==> src/rtl/pmc_pkg.sv <==
// Constants and types shared by the passage mode controller.
// Assumes a single 20 MHz system clock; all second-scale times derive from it.
package pmc_pkg;
    // ********************************************************************
    // Timing.
    // ********************************************************************
    localparam int unsigned CLK_HZ       = 20_000_000;
    localparam int unsigned TICK_S       = 1;
    localparam int unsigned TICK_CYCLES  = CLK_HZ * TICK_S;
    localparam int unsigned WAIT_S       = 5;
    localparam int unsigned PAUSE_S      = 3;
    localparam int unsigned EMERG_S      = 10;
    localparam int unsigned TONE_S       = 2;
    localparam logic [7:0]  WAIT_TICKS   = 8'(WAIT_S / TICK_S);
    localparam logic [3:0]  PAUSE_TICKS  = 4'(PAUSE_S / TICK_S);
    localparam logic [3:0]  EMERG_TICKS  = 4'(EMERG_S / TICK_S);
    localparam logic [1:0]  TONE_TICKS   = 2'(TONE_S / TICK_S);

    // ********************************************************************
    // Register map (byte addresses) and fields.
    // ********************************************************************
    localparam logic [4:0] OFS_CMD   = 5'h00;
    localparam logic [4:0] OFS_STAT  = 5'h04;
    localparam logic [4:0] OFS_IRQ   = 5'h08;
    localparam logic [4:0] OFS_MASK  = 5'h0c;
    localparam logic [4:0] OFS_WAIT  = 5'h10;
    localparam logic [2:0] CMD_LOCK  = 3'h4;
    localparam int         EV_PASS   = 0;
    localparam int         EV_EXPIRE = 1;
    localparam int         EV_BLOCK  = 2;
    localparam int         EV_EMERG  = 3;
    localparam int         NEV       = 4;

    // Rotation states, Gray coded along idle, rotate, pause, emergency.
    typedef enum logic [1:0] {
        PMC_IDLE  = 2'b00,
        PMC_ROT   = 2'b01,
        PMC_PAUSE = 2'b11,
        PMC_EMERG = 2'b10
    } pmc_rot_t;
endpackage : pmc_pkg

==> src/rtl/pmc_top.sv <==
// Passage mode controller for a rotor turnstile control unit.
// Assumes buttons and rotor sensors are synchronous to sys_clk and debounced.
// Notes on behaviour
// - At power-up light mains and supply lamps, sound two tones, light stop lamp.
// - After reset the turnstile is closed, rotation blocked both ways.
// - Stop alone selects locked mode; drive returns barrier to rest.
// - One button single; both single bidirectional; stop plus direction free.
// - Single mode releases only chosen lock for a five second wait.
// - A fifteen degree turn counts as passage; drive completes the turn.
// - Wait expiry without passage closes the lock and locks the turnstile.
// - Each direction has its own independent wait countdown.
// - Bidirectional: after one passage the other way restarts its wait.
// - Non-stop commands during a rotation cycle go to the command queue.
// - At rest the queued command runs automatically.
// - Free mode returns barrier after each turn without timing a wait.
// - Opposite button in free mode adds one single passage, then reverts.
// - First forced block pauses the drive three seconds, then resumes.
// - Second block starts ten second emergency with blinking and sound.
// - After emergency single modes lock; free modes return to prior mode.
// - Stop during emergency cancels it.
// - Locked lights both red and stop lamps; open directions light green.
`timescale 1ns/1ps
module pmc_top #(
    parameter int unsigned TICK_CYCLES = pmc_pkg::TICK_CYCLES
) (
    input  wire logic        sys_clk,
    input  wire logic        rstn,
    input  wire logic [4:0]  avs_address,
    input  wire logic        avs_read,
    input  wire logic        avs_write,
    input  wire logic [31:0] avs_writedata,
    output logic      [31:0] avs_readdata,
    output logic             avs_waitrequest,
    output logic             irq,
    input  wire logic        btn_right,
    input  wire logic        btn_left,
    input  wire logic        btn_stop,
    input  wire logic        pass_right,
    input  wire logic        pass_left,
    input  wire logic        rotor_at_rest,
    input  wire logic        rotor_blocked,
    output logic             lock_right_release,
    output logic             lock_left_release,
    output logic             drive_run,
    output logic             drive_dir_left,
    output logic             left_locked_lamp_out,
    output logic             right_locked_lamp_out,
    output logic             left_open_lamp_out,
    output logic             right_open_lamp_out,
    output logic             stop_lamp_out,
    output logic             mains_lamp_out,
    output logic             supply_lamp_out,
    output logic             sound_out,
    output logic             sound_high
);
    // ********************************************************************
    // Declarations.
    // ********************************************************************
    pmc_pkg::pmc_rot_t state_reg, state_next;
    logic [31:0]     pre_reg;
    logic            tick;
    logic            blink_reg;
    logic [1:0]      tone_reg;
    logic            lamps_reg;
    logic [2:0]      seen_reg;
    logic [2:0]      q_cmd_reg;
    logic            q_valid_reg;
    logic [1:0]      free_reg, free_next;
    logic [1:0]      single_reg, single_next;
    logic [1:0]      restart;
    logic [1:0]      expire;
    logic [1:0]      open_mask;
    logic [7:0]      wait_cnt_reg [2];
    logic [7:0]      wait_reg;
    logic [3:0]      tcnt_reg;
    logic            dir_reg;
    logic            blk_seen_reg;
    logic            em_seen_reg;
    localparam int   NEV_W = pmc_pkg::NEV;
    logic [NEV_W-1:0] irq_stat_reg, irq_mask_reg, events;
    logic            ack_reg;
    logic [31:0]     rdata_reg;

    // ********************************************************************
    // Prescaler and blink base.
    // ********************************************************************
    // One tick per second keeps every long interval a small counter.
    assign tick = (pre_reg == 32'(TICK_CYCLES - 1));

    always_ff @(posedge sys_clk or negedge rstn) begin
        if (!rstn) begin
            pre_reg   <= 32'h0;
            blink_reg <= 1'b0;
        end else begin
            pre_reg   <= tick ? 32'h0 : pre_reg + 32'h1;
            blink_reg <= blink_reg ^ tick;
        end
    end

    // ********************************************************************
    // Command capture from panel buttons and software.
    // ********************************************************************
    // A panel command is the union of buttons held, taken on full release,
    // so slightly skewed simultaneous presses still form one combination.
    wire [2:0] btn_now    = {btn_stop, btn_left, btn_right};
    wire       panel_cmd  = (btn_now == 3'h0) && (seen_reg != 3'h0);
    wire       req        = avs_read | avs_write;
    wire       accept     = req & ack_reg;
    wire       wr_cmd     = accept && avs_write && (avs_address == pmc_pkg::OFS_CMD);
    wire       sw_cmd     = wr_cmd && (avs_writedata[2:0] != 3'h0);
    wire       cmd_valid  = panel_cmd | sw_cmd;
    wire [2:0] cmd_bits   = panel_cmd ? seen_reg : avs_writedata[2:0];
    wire       stop_now   = cmd_valid && (cmd_bits == pmc_pkg::CMD_LOCK);
    wire       idle       = (state_reg == pmc_pkg::PMC_IDLE);
    wire       completing = (state_reg == pmc_pkg::PMC_ROT) && rotor_at_rest;
    wire       from_q     = completing && (q_valid_reg || cmd_valid);
    wire [2:0] ap_cmd     = (from_q && !cmd_valid) ? q_cmd_reg : cmd_bits;
    wire       ap_en      = from_q || (cmd_valid && idle && !stop_now);
    wire       odir       = !dir_reg;

    always_ff @(posedge sys_clk or negedge rstn) begin
        if (!rstn) begin
            seen_reg <= 3'h0;
        end else begin
            seen_reg <= panel_cmd ? 3'h0 : (seen_reg | btn_now);
        end
    end

    // Queue holds one command; a later one replaces it, stop empties it.
    always_ff @(posedge sys_clk or negedge rstn) begin
        if (!rstn) begin
            q_valid_reg <= 1'b0;
            q_cmd_reg   <= 3'h0;
        end else if (stop_now) begin
            q_valid_reg <= 1'b0;
        end else if (completing) begin
            q_valid_reg <= 1'b0;
        end else if (cmd_valid && !idle) begin
            q_valid_reg <= 1'b1;
            q_cmd_reg   <= cmd_bits;
        end
    end

    // ********************************************************************
    // Mode masks: free and single passage per direction (0 right, 1 left).
    // ********************************************************************
    assign open_mask = free_reg | single_reg;

    always_comb begin
        free_next   = free_reg;
        single_next = single_reg;
        restart     = 2'b00;
        if (completing) begin
            single_next[dir_reg] = 1'b0;
            if (single_reg[odir]) begin
                restart[odir] = 1'b1;
            end
            if (em_seen_reg) begin
                single_next = 2'b00;
            end
        end
        single_next = single_next & ~expire;
        if (ap_en) begin
            if (ap_cmd[2]) begin
                free_next   = ap_cmd[1:0];
                single_next = 2'b00;
            end else if ((free_next != 2'b00) && ((ap_cmd[1:0] & free_next) == 2'b00)) begin
                single_next = ap_cmd[1:0];
                restart     = ap_cmd[1:0];
            end else begin
                free_next   = 2'b00;
                single_next = ap_cmd[1:0];
                restart     = ap_cmd[1:0];
            end
        end
        if (stop_now) begin
            free_next   = 2'b00;
            single_next = 2'b00;
        end
    end

    always_ff @(posedge sys_clk or negedge rstn) begin
        if (!rstn) begin
            free_reg   <= 2'b00;
            single_reg <= 2'b00;
        end else begin
            free_reg   <= free_next;
            single_reg <= single_next;
        end
    end

    // ********************************************************************
    // Passage wait countdown, one per direction.
    // ********************************************************************
    // Free directions never load a count, so they are never timed.
    genvar d;
    generate
        for (d = 0; d < 2; d++) begin : g_wait
            assign expire[d] = tick && idle && single_reg[d]
                               && (wait_cnt_reg[d] == 8'h01);
            always_ff @(posedge sys_clk or negedge rstn) begin
                if (!rstn) begin
                    wait_cnt_reg[d] <= 8'h00;
                end else if (restart[d]) begin
                    wait_cnt_reg[d] <= wait_reg;
                end else if (tick && idle && single_reg[d] && wait_cnt_reg[d] != 8'h00) begin
                    wait_cnt_reg[d] <= wait_cnt_reg[d] - 8'h01;
                end
            end
        end
    endgenerate

    // ********************************************************************
    // Rotation cycle: rotate, pause after a block, emergency after two.
    // ********************************************************************
    wire tdone = tick && (tcnt_reg == 4'h1);

    always_comb begin
        state_next = state_reg;
        case (state_reg)
            pmc_pkg::PMC_IDLE: begin
                if ((pass_right && open_mask[0]) || (pass_left && open_mask[1])) begin
                    state_next = pmc_pkg::PMC_ROT;
                end
            end
            pmc_pkg::PMC_ROT: begin
                if (rotor_at_rest) begin
                    state_next = pmc_pkg::PMC_IDLE;
                end else if (rotor_blocked) begin
                    state_next = blk_seen_reg ? pmc_pkg::PMC_EMERG : pmc_pkg::PMC_PAUSE;
                end
            end
            pmc_pkg::PMC_PAUSE: begin
                if (tdone) begin
                    state_next = pmc_pkg::PMC_ROT;
                end
            end
            default: begin
                if (tdone || stop_now) begin
                    state_next = pmc_pkg::PMC_ROT;
                end
            end
        endcase
    end

    wire enter_pause = (state_next == pmc_pkg::PMC_PAUSE) && !blk_seen_reg;
    wire enter_emerg = (state_next == pmc_pkg::PMC_EMERG) && (state_reg == pmc_pkg::PMC_ROT);

    always_ff @(posedge sys_clk or negedge rstn) begin
        if (!rstn) begin
            state_reg    <= pmc_pkg::PMC_IDLE;
            dir_reg      <= 1'b0;
            tcnt_reg     <= 4'h0;
            blk_seen_reg <= 1'b0;
            em_seen_reg  <= 1'b0;
        end else begin
            state_reg <= state_next;
            if (idle) begin
                dir_reg      <= !(pass_right && open_mask[0]);
                blk_seen_reg <= 1'b0;
                em_seen_reg  <= 1'b0;
            end
            if (enter_pause) begin
                tcnt_reg     <= pmc_pkg::PAUSE_TICKS;
                blk_seen_reg <= 1'b1;
            end else if (enter_emerg) begin
                tcnt_reg    <= pmc_pkg::EMERG_TICKS;
                em_seen_reg <= 1'b1;
            end else if (tick && tcnt_reg != 4'h0) begin
                tcnt_reg <= tcnt_reg - 4'h1;
            end
        end
    end

    // ********************************************************************
    // Drive, locks and indication.
    // ********************************************************************
    wire locked = (open_mask == 2'b00);
    wire emerg  = (state_reg == pmc_pkg::PMC_EMERG);
    wire busy   = !idle;

    assign drive_run             = (state_reg == pmc_pkg::PMC_ROT);
    assign drive_dir_left        = dir_reg;
    assign lock_right_release    = open_mask[0] || (busy && !dir_reg);
    assign lock_left_release     = open_mask[1] || (busy && dir_reg);
    assign right_locked_lamp_out = !open_mask[0];
    assign left_locked_lamp_out  = !open_mask[1];
    assign right_open_lamp_out   = open_mask[0];
    assign left_open_lamp_out    = open_mask[1];
    assign stop_lamp_out         = emerg ? blink_reg : locked;
    assign sound_out             = (tone_reg != 2'h0) || (emerg && blink_reg);
    assign sound_high            = (tone_reg == 2'h1);
    assign mains_lamp_out        = lamps_reg;
    assign supply_lamp_out       = lamps_reg;

    // Two-tone greeting: low tone then high tone, one tick each.
    always_ff @(posedge sys_clk or negedge rstn) begin
        if (!rstn) begin
            lamps_reg <= 1'b0;
            tone_reg  <= pmc_pkg::TONE_TICKS;
        end else begin
            lamps_reg <= 1'b1;
            if (tick && tone_reg != 2'h0) begin
                tone_reg <= tone_reg - 2'h1;
            end
        end
    end

    // ********************************************************************
    // Avalon-MM slave with one wait state, interrupt status and mask.
    // ********************************************************************
    // One wait state lets read data settle in a flop before it is sampled.
    assign avs_waitrequest = req & ~ack_reg;
    assign avs_readdata    = rdata_reg;
    assign irq             = |(irq_stat_reg & irq_mask_reg);
    assign events = {enter_emerg, rotor_blocked && drive_run, |expire, completing};

    wire [31:0] stat_word = {23'h0, state_reg, dir_reg, em_seen_reg, q_valid_reg,
                             single_reg, free_reg};
    wire [31:0] rd_mux = (avs_address == pmc_pkg::OFS_CMD)  ? 32'h0 :
                         (avs_address == pmc_pkg::OFS_STAT) ? stat_word :
                         (avs_address == pmc_pkg::OFS_IRQ)  ? {28'h0, irq_stat_reg} :
                         (avs_address == pmc_pkg::OFS_MASK) ? {28'h0, irq_mask_reg} :
                         (avs_address == pmc_pkg::OFS_WAIT) ? {24'h0, wait_reg} : 32'h0;
    wire rd_clr = accept && avs_read && (avs_address == pmc_pkg::OFS_IRQ);

    always_ff @(posedge sys_clk or negedge rstn) begin
        if (!rstn) begin
            ack_reg      <= 1'b0;
            rdata_reg    <= 32'h0;
            irq_stat_reg <= '0;
            irq_mask_reg <= '0;
            wait_reg     <= pmc_pkg::WAIT_TICKS;
        end else begin
            ack_reg <= req & ~ack_reg;
            if (req && !ack_reg && avs_read) begin
                rdata_reg <= rd_mux;
            end
            // A clearing read drops only the bits it reported; new events survive.
            irq_stat_reg <= (rd_clr ? irq_stat_reg & ~rdata_reg[NEV_W-1:0] : irq_stat_reg)
                            | events;
            if (accept && avs_write && avs_address == pmc_pkg::OFS_MASK) begin
                irq_mask_reg <= avs_writedata[NEV_W-1:0];
            end
            if (accept && avs_write && avs_address == pmc_pkg::OFS_WAIT) begin
                wait_reg <= avs_writedata[7:0];
            end
        end
    end
endmodule : pmc_top

==> config.mk <==
export PLATFORM = sky130hd
export DESIGN_NAME = pmc_top
export DESIGN_NICKNAME = d
export VERILOG_FILES = /design/src/rtl/pmc_pkg.sv /design/src/rtl/pmc_top.sv
export SDC_FILE = /design/constraint.sdc
export NUM_CORES = 1
export LEC_CHECK = 0
export BUFFER_PORTS_ARGS = -buffer_cell sky130_fd_sc_hd__buf_2
export CORE_AREA = 4 4 110 112
export DETAILED_ROUTE_END_ITERATION = 6
export DIE_AREA = 0 0 114 116
export PLACE_DENSITY = 0.71
export SYNTH_ARGS = -nofsm -noshare
export SYNTH_HDL_FRONTEND = slang
export SYNTH_SLANG_ARGS = --single-unit
==> constraint.sdc <==
create_clock -name sys_clk -period 2.4 [get_ports sys_clk]
set_clock_uncertainty 0.1 [all_clocks]
set_input_delay 0.36 -clock sys_clk [delete_from_list [all_inputs] [get_ports sys_clk]]
set_output_delay 0.36 -clock sys_clk [all_outputs]
set_load 0.05 [all_outputs]
* Word-level counts from Yosys, hierarchy flattened
Index checks and enable logic that the tools add are counted.
Word-level totals: output and inout bits 47, memories 0, bits in registers 121, bits in writable memories 0, word-level logic and storage cells 193, bits of input ports 48, memory bits (read-only) 0, latch bits 0
Operators by class: multiplexer cells 52, div/mod/pow operators 0, bitwise logic cells 19, shift-type cells 0, $mul 0, $lt $le $gt $ge 4, eq/ne operators 16, reductions and logical operators 76, add/subtract/negate cells 5
Operator list (number):
- $mux W8 | 7
- $logic_and A1 B1 Y1 | 38
- $mux W2 | 18
- $add A32 B1 Y32 const B | 1
- $eq A32 B25 Y1 const B | 1
- $mux W32 | 1
- $mux W9 | 2
- $eq A8 B1 Y1 const B | 2
- $mux W4 | 4
- $reduce_bool A8 Y1 | 2
- $sub A8 B1 Y8 const B | 2
- $mux W1 | 14
- $reduce_bool A2 Y1 | 6
- $reduce_bool A3 Y1 | 4
- $eq A5 B4 Y1 const B | 2
- $logic_not A1 Y1 | 9
- $mux W3 | 3
- $and A4 B4 Y4 | 2
- $eq A2 B2 Y1 const B | 4
- $logic_or A1 B1 Y1 | 7
- $and A2 B2 Y2 | 3
- $logic_not A2 Y1 | 3
- $pmux W2 S3 | 1
- $eq A5 B3 Y1 const B | 1
- other kinds (26) | 35

* Logic depth before layout (Yosys ltp)
Gate-level depths: netlist of run 1.
word-level depth 17, mapped depth 8, mapped depth without buffers 7

* Worst setup path after synthesis of run 1
Ideal clock, no wire load.
path kind reg-to-output, from reg single_reg[0], to out stop_lamp_out, setup slack -0.406 ns, buffers on the path 1, cell stages (with the launch flop) 4, arrival 2.346 ns, data required time 1.940 ns, path through dfrtp_1 -> or2_2 -> clkbuf_1 -> o31ai_1
Between the ends: word-level cells in the longest chain between the ends 3
Ends and longest elaborated chain:
- start: declaration | RTL line pmc_top.sv:69 | logic [1:0] single_reg, single_next;
- start signal: assignment | RTL line pmc_top.sv:188 | single_reg <= single_next;
- $or A2 B2 Y2 | RTL line pmc_top.sv:147 | assign open_mask = free_reg | single_reg;
- via right_open_lamp_out | RTL line pmc_top.sv:49 | output logic right_open_lamp_out,
- $logic_not A2 Y1 | RTL line pmc_top.sv:278 | wire locked = (open_mask == 2'b00);
- $mux W1 | RTL line pmc_top.sv:290 | assign stop_lamp_out = emerg ? blink_reg : locked;
- end: declaration | RTL line pmc_top.sv:50 | output logic stop_lamp_out,
The timed path passes the listed nets, and every way through them passes these cells.

* Final worst setup path of run 1
from reg seen_reg[2], to reg wait_cnt_reg[12] in the netlist's numbering
Between the ends: word-level cells in the longest chain between the ends 10, elaborated cells between the ends (all ways) 19, classes of those cells 1 x eq/ne; 5 x mux; 1 x bitwise; 12 x reduce/logical
Ends and longest elaborated chain:
- start: declaration | RTL line pmc_top.sv:65 | logic [2:0] seen_reg;
- start signal: assignment | RTL line pmc_top.sv:125 | seen_reg <= panel_cmd ? 3'h0 : (seen_reg | btn_now);
- $reduce_bool A3 Y1 | RTL line pmc_top.sv:106 | wire panel_cmd = (btn_now == 3'h0) && (seen_reg != 3'h0);
- $logic_and A1 B1 Y1 | RTL line pmc_top.sv:106
- $mux W3 or $or A1 B1 Y1 (tied branches) | RTL line pmc_top.sv:112, pmc_top.sv:111
- $eq A3 B3 Y1 or $logic_or A1 B1 Y1 (tied branches) | RTL line pmc_top.sv:113, pmc_top.sv:116
- $logic_and A1 B1 Y1, on equally long branches | RTL line pmc_top.sv:113, pmc_top.sv:116
- $logic_not A1 Y1 or $logic_and A1 B1 Y1 (tied branches) | RTL line pmc_top.sv:118, pmc_top.sv:117
- $logic_and A1 B1 Y1 or $mux W3 (tied branches) | RTL line pmc_top.sv:118, pmc_top.sv:117
- $logic_or A1 B1 Y1 or $mux W2 (tied branches) | RTL line pmc_top.sv:118, pmc_top.sv:164
- $mux W2 (*) | RTL line pmc_top.sv:163 | if (ap_en) begin
- $mux W8 or $reduce_bool A2 Y1 (tied branches)
- end signal: indexed assignment | RTL line pmc_top.sv:205 | wait_cnt_reg[d] <= wait_reg;
- end signal: indexed assignment | RTL line pmc_top.sv:207 | wait_cnt_reg[d] <= wait_cnt_reg[d] - 8'h01;
- end: declaration | RTL line pmc_top.sv:73 | logic [7:0] wait_cnt_reg [2];
Mark *: on every way between the ends. The rest lies on a longest branch, timed or not. A chain may end at the register's enable or synchronous reset.

==> impl_metrics.csv, run 1 <==
group,metric,value,unit
cells_and_area,fill_cells,941,
sta,max_slew_margin,54.4,%
cells_and_area,drive_gt1_share,24.6,%
sta,period_needed,2.34,ns
yosys,synthCells,550,
sta,tightest_slew,0.685,ns
cells_and_area,final_nets,691,
outcome,outcome,"finished, final reports clean",
cts,numClockSinks,98,
cells_and_area,antenna_cells,0,
cells_and_area,final_core_util,57.9,%
cells_and_area,largest_reg_flops,32,
grt,grt_pass1_wl,21.0,mm
die,die_area,13200,sq um
sta,hold_viol,0,
cells_and_area,ff_latch_area,2460,sq um
placed_design,dpl.hpwl,9.58,mm
power_and_ir_drop,total_power,6.02,mW
placed_design,placed_cells,761,
yosys,synth_edf_count,0,
die,initial_core_util,48.8,%
route,drc,0,
critical_path,setup.worst_path.start_class,"flip-flop",
job,maxCapViolCount,0,
route,antenna_left,0,
grt,grt_max_degree,48,
cells_and_area,instances_no_fill,780,
yosys,ys_warn_count,0,
placed_design,gp_congestion,0.944,
yosys,yosysUniqueCellTypes,66,
power_and_ir_drop,powerDensity,926,nW/um^2
die,num_rows,39,
yosys,netlist_area,5480,sq um
cells_and_area,area_growth,18.7,%
cts,root_buffer,"clkbuf_16",
grt,grt_usage,20.0,%
placed_design,port_buffers,47,
yosys,synth_ff_type,"dfrtp_1",
die,die_x,114,um
grt,antenna_found_initial,0,
route,drt-pass1-iter-count,4,
yosys,avgSynthCellArea,9.96,sq um
power_and_ir_drop,p_leak,3.07,nW
critical_path,critPathArrivalTime,2.47,ns
grt,overflow,0,
die,die-height,116,um
cts,clk_latency,0.34,ns
cts,cts-buffers-inserted,9,
cells_and_area,multi_input_area,2900,sq um
route,wl_per_cell,16.5,um
critical_path,path_max_fanout,8,
worst_hold_path,hold_path_class,"in2reg",
sta,finalSetupViolations,0,
critical_path,worstPathRequired,2.52,ns
cts,cts_tree,"done",
yosys,async_flop_share,100,%
power_and_ir_drop,max-vdd-ir-drop,535,uV
sta,period_share,97.7,%
cts,clk_path_buf_depth,2,
die,ios,95,
route,vias,4392,
yosys,ys_seq_area_share,44.9,%
sta,slew_violations,0,
sta,timing.fmax,427,MHz
grt,grt_pass1_vias,4351,
cts,clk_pin_slew,0.07,ns
critical_path,crit_type,"reg2reg",
route,drt_iter0_drc,287,
critical_path,cp-end-kind,"flip-flop",
route,wl,12.9,mm
route,vias_per_cell,5.63,
sta,holdWs,0.129,ns
cts,htree_levels,3,
sta,rsz0062_at_grt,"yes",
die,core_area,11200,sq um
yosys,ys_ff_latch,98,
==> metrics by stage <==
| step | worst slack, ns | instance area, sq um | setup TNS, ns |
|---|---|---|---|
| floorplan | -0.00989 | 5570 | -0.00989 |
| global placement | -0.0317 | 6040 | -0.464 |
| detailed placement | -0.0604 | 6040 | -0.912 |
| CTS | 0.0158 | 6400 | 0 |
| global route | -0.0433 | 6500 | -0.280 |
| finish | 0.0561 | 6500 | 0 |
==> placed cells by master (no fill, tap or decap), drive strengths merged, types with 3 or more instances in the layout <==
cell	netlist	routed
a21o	5	5
a21oi	7	7
a221o	6	6
a221oi	4	4
a22o	4	4
a22oi	4	4
a31oi	5	5
and2	7	7
and3	8	8
and3b	4	4
buf	28	82
bufinv	0	4
clkbuf	6	11
conb	2	24
dfrtp	95	95
dfstp	3	3
ha	10	10
inv	16	16
mux2	32	32
mux2i	9	9
nand2	59	59
nand3	23	23
nand3b	3	3
nand4	21	21
nor2	55	55
nor2b	6	6
nor3	16	16
nor3b	3	3
nor4	11	11
nor4b	4	4
nor4bb	4	4
o21ai	14	14
or2	6	6
or3	3	3
xnor2	27	27
xor2	17	17
==> path summary, 6_finish.rpt <==
path,startpoint,end,slack [ns],depth (start not counted)
min in group asynchronous,rstn,mains_lamp_out$_DFF_PN0_,0.47,2
worst max register to register,seen_reg[2]$_DFF_PN0_,wait_cnt_reg[12]$_DFFE_PN0P_,0.06,6
worst min-delay path,pass_right,drive_dir_left$_DFFE_PN0P_,0.13,2
worst min register to register,blink_reg$_DFF_PN0_,blink_reg$_DFF_PN0_,0.37,1
worst max-delay path,seen_reg[2]$_DFF_PN0_,wait_cnt_reg[12]$_DFFE_PN0P_,0.06,6
max in group asynchronous,rstn,pre_reg[14]$_DFF_PN0_,1.10,3
==> cell families (layout without fill, tap and decap cells) <==
| group | count (synthesis) | count (layout) | share of synthesized area [%] |
|---|---|---|---|
| AND/OR/NAND/NOR | 244 | 244 | 23.9 |
| flip-flops | 98 | 98 | 44.9 |
| AO/OA/AOI/OAI | 61 | 61 | 8.39 |
| buffers and inverters | 50 | 115 | 5.12 |
| XOR/XNOR | 44 | 44 | 7.04 |
| multiplexers | 41 | 41 | 8.30 |
| adder cells (fa/ha/maj) | 10 | 10 | 2.29 |
| other | 2 | 24 | 0.137 |
==> power by group <==
| part | switching [mW] | internal [mW] |
|---|---|---|
| Combinational | 1.34 | 0.732 |
| Clock | 0.608 | 1.12 |
| Sequential | 0.306 | 1.92 |
==> synthesized netlist by cell type (5+ instances only) <==
cell / number / area share (%)
mux2_2: 31 / 6.4
o21ai_0: 14 / 1.3
buf_4: 24 / 3.3
dfrtp_1: 95 / 43
inv_1: 16 / 1.1
nor4_1: 10 / 1.1
xnor2_1: 27 / 4.3
nor3_1: 14 / 1.3
nor2b_1: 6 / 0.69
nand2_1: 58 / 4.0
nor2_1: 55 / 3.8
ha_1: 10 / 2.3
a21o_1: 5 / 0.69
a21oi_1: 7 / 0.64
a31oi_1: 5 / 0.57
or2_2: 5 / 0.57
clkbuf_1: 6 / 0.41
mux2i_1: 9 / 1.6
nand3_1: 22 / 2.0
xor2_1: 17 / 2.7
a221o_1: 6 / 1.1
and3_1: 8 / 0.91
and2_1: 7 / 0.80
nand4_1: 20 / 2.3
==> final cells by class <==
class	count	area share, %
clock buffers	10	3.52
clock inverters	5	1.96
inverters	16	0.924
multi-input cells	424	44.6
flip-flops and latches	98	37.8
well taps	143	2.75
repair buffers	84	8.45
==> routing by layer <==
layer  track usage (%)  wire, um
met3              3.92       630
met1              25.0      5490
met4              7.52       289
met5                 0         0
met2              34.3      6470
==> critical path: stages (launching register included) <==
cell and delay (ns):
dfrtp_1 0.43, or3_4 0.40, a32oi_4 0.29, nor3b_2 0.32, nand2_1 0.16, nand3_4 0.16, mux2_2 0.35
==> what timing repair did <==
| action | 4_1_cts | 5_1_grt |
|---|---|---|
| gates resized for setup | 0 | 12 |
| setup endpoints to repair | 0 | 19 |
| buffers inserted | 0 | 3 |
| hold buffers | 1 | 0 |
| endpoints found under the hold margin | 41 | 0 |
Power figures use the tool's default switching activity.
==> run 2: changes to the inputs <==
- CORE_AREA: 4 4 110 112 -> 4 4 99 124
- DIE_AREA: 0 0 114 116 -> 0 0 103 128
- PLACE_DENSITY: 0.71 -> 0.72
==> run 2 against run 1 <==
Effect of this change: count of clock-buffer cells in the layout is 1 higher; sequential share of layout area is 0.099 points higher; sequential power is essentially flat.
==> impl_metrics.csv, run 2 (synthesis gave the netlist of run 1 again) <==
group,metric,value,unit
outcome,outcome,"finished, final reports clean",
die,core_area,11100,sq um
sta,rsz0062_at_grt,"yes",
grt,grt_pass1_wl,21.1,mm
critical_path,critPathArrivalTime,2.51,ns
critical_path,r2r-end,"free_reg[0]$_DFFE_PN0P_",
grt,grt_pass1_vias,4405,
critical_path,rrSetupSlack,0.06,ns
cts,numClockSinks,98,
cts,clk_pin_slew,0.07,ns
die,die_x,103,um
cells_and_area,final_common_cell,"dfrtp_1",
cells_and_area,area_growth,18.5,%
cts,root_buffer,"clkbuf_16",
die,die_area,13200,sq um
grt,antenna_found_initial,0,
die,num_rows,43,
placed_design,dpl.hpwl,9.56,mm
sta,period_needed,2.34,ns
power_and_ir_drop,p_leak,3.07,nW
cells_and_area,final_nets,692,
placed_design,gp_congestion,0.885,
route,antenna_left,0,
job,maxCapViolCount,0,
sta,timing.fmax,427,MHz
route,vias,4389,
grt,grt_max_degree,36,
route,wl_per_cell,16.7,um
critical_path,crit_type,"reg2reg",
cells_and_area,antenna_cells,0,
power_and_ir_drop,total_power,6.00,mW
route,drt-pass1-iter-count,4,
sta,tightest_slew,0.679,ns
route,drt_iter0_drc,155,
die,ios,95,
critical_path,setup.worst_path.start_class,"flip-flop",
sta,slew_violations,0,
cts,clk_latency,0.35,ns
sta,hold_viol,0,
critical_path,endpoint,"free_reg[0]$_DFFE_PN0P_",
route,drc,0,
critical_path,cp-end-kind,"flip-flop",
sta,max_slew_margin,54.8,%
cells_and_area,drive_gt1_share,25.7,%
cts,cts_tree,"done",
sta,period_share,97.7,%
placed_design,port_buffers,47,
cells_and_area,largest_reg_flops,32,
sta,fin_tns_setup,0,ns
critical_path,path_max_fanout,5,
worst_hold_path,hold_path_class,"in2reg",
critical_path,worstPathRequired,2.57,ns
cts,htree_levels,3,
grt,overflow,0,
critical_path,crit_start,"seen_reg[1]$_DFF_PN0_",
grt,grt_usage,20.4,%
cells_and_area,mostFrequentLayoutCells,"dfrtp_1, nand2_1, nor2_1",
die,initial_core_util,49.4,%
critical_path,r2r_start,"seen_reg[1]$_DFF_PN0_",
route,vias_per_cell,5.67,
cts,cts-buffers-inserted,9,
critical_path,reg2reg_depth,7,
route,wl,12.9,mm
power_and_ir_drop,max-vdd-ir-drop,1370,uV
power_and_ir_drop,powerDensity,925,nW/um^2
sta,finalSetupViolations,0,
cts,clk_path_buf_depth,2,
die,die-height,128,um
==> run 2: cell type report <==
type,count,area (sq um)
multi-input combinational,424,2910
sequential,98,2460
fill,944,4600
clock inverter,5,108
clock buffer,11,243
timing repair buffer,85,546
tap,135,169
inverter,16,60.1
==> run 2: worst min-delay path by stage <==
stage / startpoint / endpoint / cells past startpoint
detailed placement: rstn / pre_reg[30]$_DFF_PN0_ / 1
finish: pass_right / drive_dir_left$_DFFE_PN0P_ / 2
global route: pass_right / drive_dir_left$_DFFE_PN0P_ / 2
CTS: pass_right / drive_dir_left$_DFFE_PN0P_ / 2
floorplan: rstn / ack_reg$_DFF_PN0_ / 0
global placement: rstn / pre_reg[31]$_DFF_PN0_ / 1
==> run 2: worst max-delay path: stages (launching register included) <==
cell      delay (ns)
dfrtp_2         0.44
or3_4           0.40
a32oi_4         0.30
buf_6           0.16
nand2b_4        0.07
mux2_4          0.31
a221o_1         0.34
a31oi_1         0.16
==> run 2: metrics by stage <==
step / util, % / setup WS [ns] / hold slack (ns) / instances / area, sq um
after floorplan: - / -0.00989 / -0.0356 / 572 / 5570
after global placement: 54.3 / -0.0115 / 0.182 / 754 / 6020
after detailed placement: 54.3 / -0.0231 / 0.182 / 754 / 6020
after CTS: 57.7 / 0.0200 / 0.103 / 771 / 6390
after global routing: 58.5 / -0.0141 / 0.130 / 774 / 6490
final: 58.5 / 0.0557 / 0.106 / 774 / 6490
==> run 2: what timing repair did <==
action / CTS / global route
hold buffers: 1 / 0
endpoints found under the setup margin: 7 / 23
hold endpoints to repair: 20 / 0
buffers inserted: 0 / 3
pin swaps: 0 / 6
gates resized for setup: 1 / 15
==> run 2: layer usage <==
metal  track usage, %  wire, um  vias to the layer above
li1                 -         -                     2091
met2             35.3      6840                      107
met1             24.9      5200                     2164
met5                0         0                        -
met3             3.16       465                       27
met4             8.46       388                        0
==> run 2: report_power, final <==
group          switching (mW)  total [mW]  leakage, nW  internal (mW)
logic                    1.36        2.10         1.63          0.747
registers               0.290        2.21         1.27           1.92
clock network           0.631        1.69        0.171           1.06
total                    2.28        6.00         3.07           3.72
==> run 3: changes to the inputs <==
- CTS_BUF_LIST: default -> sky130_fd_sc_hd__clkbuf_8
==> run 3 against run 2 <==
Effect of this change: routed wire length decreased by 0.79%; sequential cell count unchanged; count of clock-buffer cells in the layout decreased by 1; utilization decreased by 0.76 points.
==> impl_metrics.csv, run 3 (synthesis gave the netlist of run 1 again) <==
group,metric,value,unit
critical_path,critPathArrivalTime,2.50,ns
die,die-height,128,um
grt,grt_max_degree,36,
sta,period_share,97.8,%
sta,max_slew_margin,54.4,%
grt,overflow,0,
sta,timing.fmax,426,MHz
cts,numClockSinks,98,
route,drc,0,
die,initial_core_util,49.4,%
cts,root_buffer,"clkbuf_8",
route,antenna_left,0,
die,ios,95,
cells_and_area,largest_reg_flops,32,
route,vias,4367,
cells_and_area,mostFrequentLayoutCells,"dfrtp_1, nand2_1, nor2_1",
sta,fin_tns_setup,0,ns
cts,clk_latency,0.37,ns
die,num_rows,43,
critical_path,worstPathCellList,"or3_4 -> a32oi_4 -> buf_6 -> nand2b_4 -> mux2_4 -> and3b_1 -> a221o_1",
critical_path,cp_num_buf_inv,1,
worst_hold_path,hold_path_class,"in2reg",
sta,finalSetupViolations,0,
sta,slew_violations,0,
route,drt_iter0_drc,216,
critical_path,crit_type,"reg2reg",
sta,hold_viol,0,
cells_and_area,final_common_cell,"dfrtp_1",
critical_path,slowest_stage,"dfrtp_2",
die,core_area,11100,sq um
sta,holdWs,0.0789,ns
outcome,outcome,"finished, final reports clean",
critical_path,worstPathRequired,2.56,ns
placed_design,gp_congestion,0.885,
critical_path,max_stage_delay,0.45,ns
grt,grt_pass1_wl,20.9,mm
critical_path,rrSetupSlack,0.05,ns
critical_path,path_max_fanout,5,
grt,grt_usage,20.2,%
die,die_area,13200,sq um
cells_and_area,final_nets,692,
power_and_ir_drop,p_leak,3.04,nW
cts,clk_path_buf_depth,2,
cells_and_area,drive_gt1_share,25.4,%
critical_path,critPathTopFamily,"simple AND/OR/NAND/NOR gates",
sta,tightest_slew,0.684,ns
power_and_ir_drop,max-vdd-ir-drop,1350,uV
critical_path,setup.worst_path.start_class,"flip-flop",
grt,antenna_found_initial,0,
placed_design,placed_cells,754,
route,wl,12.8,mm
cells_and_area,area_growth,17.0,%
cts,cts_tree,"done",
sta,period_needed,2.35,ns
critical_path,cp-end-kind,"flip-flop",
cts,cts-buffers-inserted,9,
cells_and_area,fill_cells,948,
route,wl_per_cell,16.5,um
placed_design,dpl.hpwl,9.56,mm
placed_design,port_buffers,47,
cells_and_area,instances_no_fill,774,
job,maxCapViolCount,0,
cts,htree_levels,3,
route,drt-pass1-iter-count,5,
sta,rsz0062_at_grt,"yes",
grt,grt_pass1_vias,4416,
route,vias_per_cell,5.64,
cells_and_area,antenna_cells,0,
power_and_ir_drop,powerDensity,880,nW/um^2
power_and_ir_drop,total_power,5.64,mW
die,die_x,103,um
cts,clk_pin_slew,0.10,ns
-- run 3: changes by cell type in the layout (fill, tap and decap cells not counted) --
cell / delta
clkbuf_1: -1
clkbuf_16: -9
clkbuf_8: +9
inv_1: +1
mux2_2: -8
mux2_4: +8
nor4_1: +1
nor4_2: -1
nor4b_1: +1
nor4b_2: -1
-- run 3: area by class of cell --
type,instances,area (sq um),share of cell area (%)
Multi-Input combinational cell,424,2920,45.6
Timing Repair Buffer,85,546,8.52
Sequential cell,98,2460,38.4
Clock buffer,10,138,2.15
Clock inverter,6,111,1.74
Tap cell,135,169,2.64
Inverter,16,60.1,0.938
-- run 3: path summary, 6_finish.rpt --
path,from,cells after the start,endpoint
setup / recovery,seen_reg[1]$_DFF_PN0_,7,free_reg[1]$_DFFE_PN0P_
setup reg to reg,seen_reg[1]$_DFF_PN0_,7,free_reg[1]$_DFFE_PN0P_
max in group asynchronous,rstn,3,wait_reg[0]$_DFFE_PN1P_
hold reg to reg,pre_reg[4]$_DFF_PN0_,1,pre_reg[4]$_DFF_PN0_
hold / removal,pass_right,2,drive_dir_left$_DFFE_PN0P_
min in group asynchronous,rstn,2,pre_reg[31]$_DFF_PN0_
-- run 3: power by group --
group	internal (mW)	switching [mW]
sequential	1.92	0.291
clock	0.725	0.586
combinational	0.768	1.35
total	3.41	2.23
-- run 3: timing repair --
action / 4_1_cts / 5_1_grt
hold buffers: 1 / 0
hold endpoints to repair: 20 / 0
resized for setup: 1 / 21
setup endpoints to repair: 6 / 23
buffers inserted: 0 / 3
pin swaps: 0 / 8
-- run 3: metal layers --
layer / share of wire [%] / vias to the layer above / GRT usage (%) / wire length (um)
met4: 2.5 / 0 / 7.47 / 315
met2: 53 / 111 / 35.2 / 6730
met5: 0 / - / 0 / 0
met1: 41 / 2151 / 24.6 / 5250
li1: - / 2078 / - / -
met3: 3.9 / 27 / 3.59 / 504
-- run 3: stage by stage --
stage          worst slack (ns)  util [%]  cell area [sq um]
3_5_place_dp            -0.0231      54.3               6020
2_1_floorplan          -0.00989         -               5570
6_report                 0.0532      57.8               6400
3_3_place_gp            -0.0115      54.3               6020
5_1_grt                 -0.0236      57.8               6400
4_1_cts                  0.0103      56.7               6290
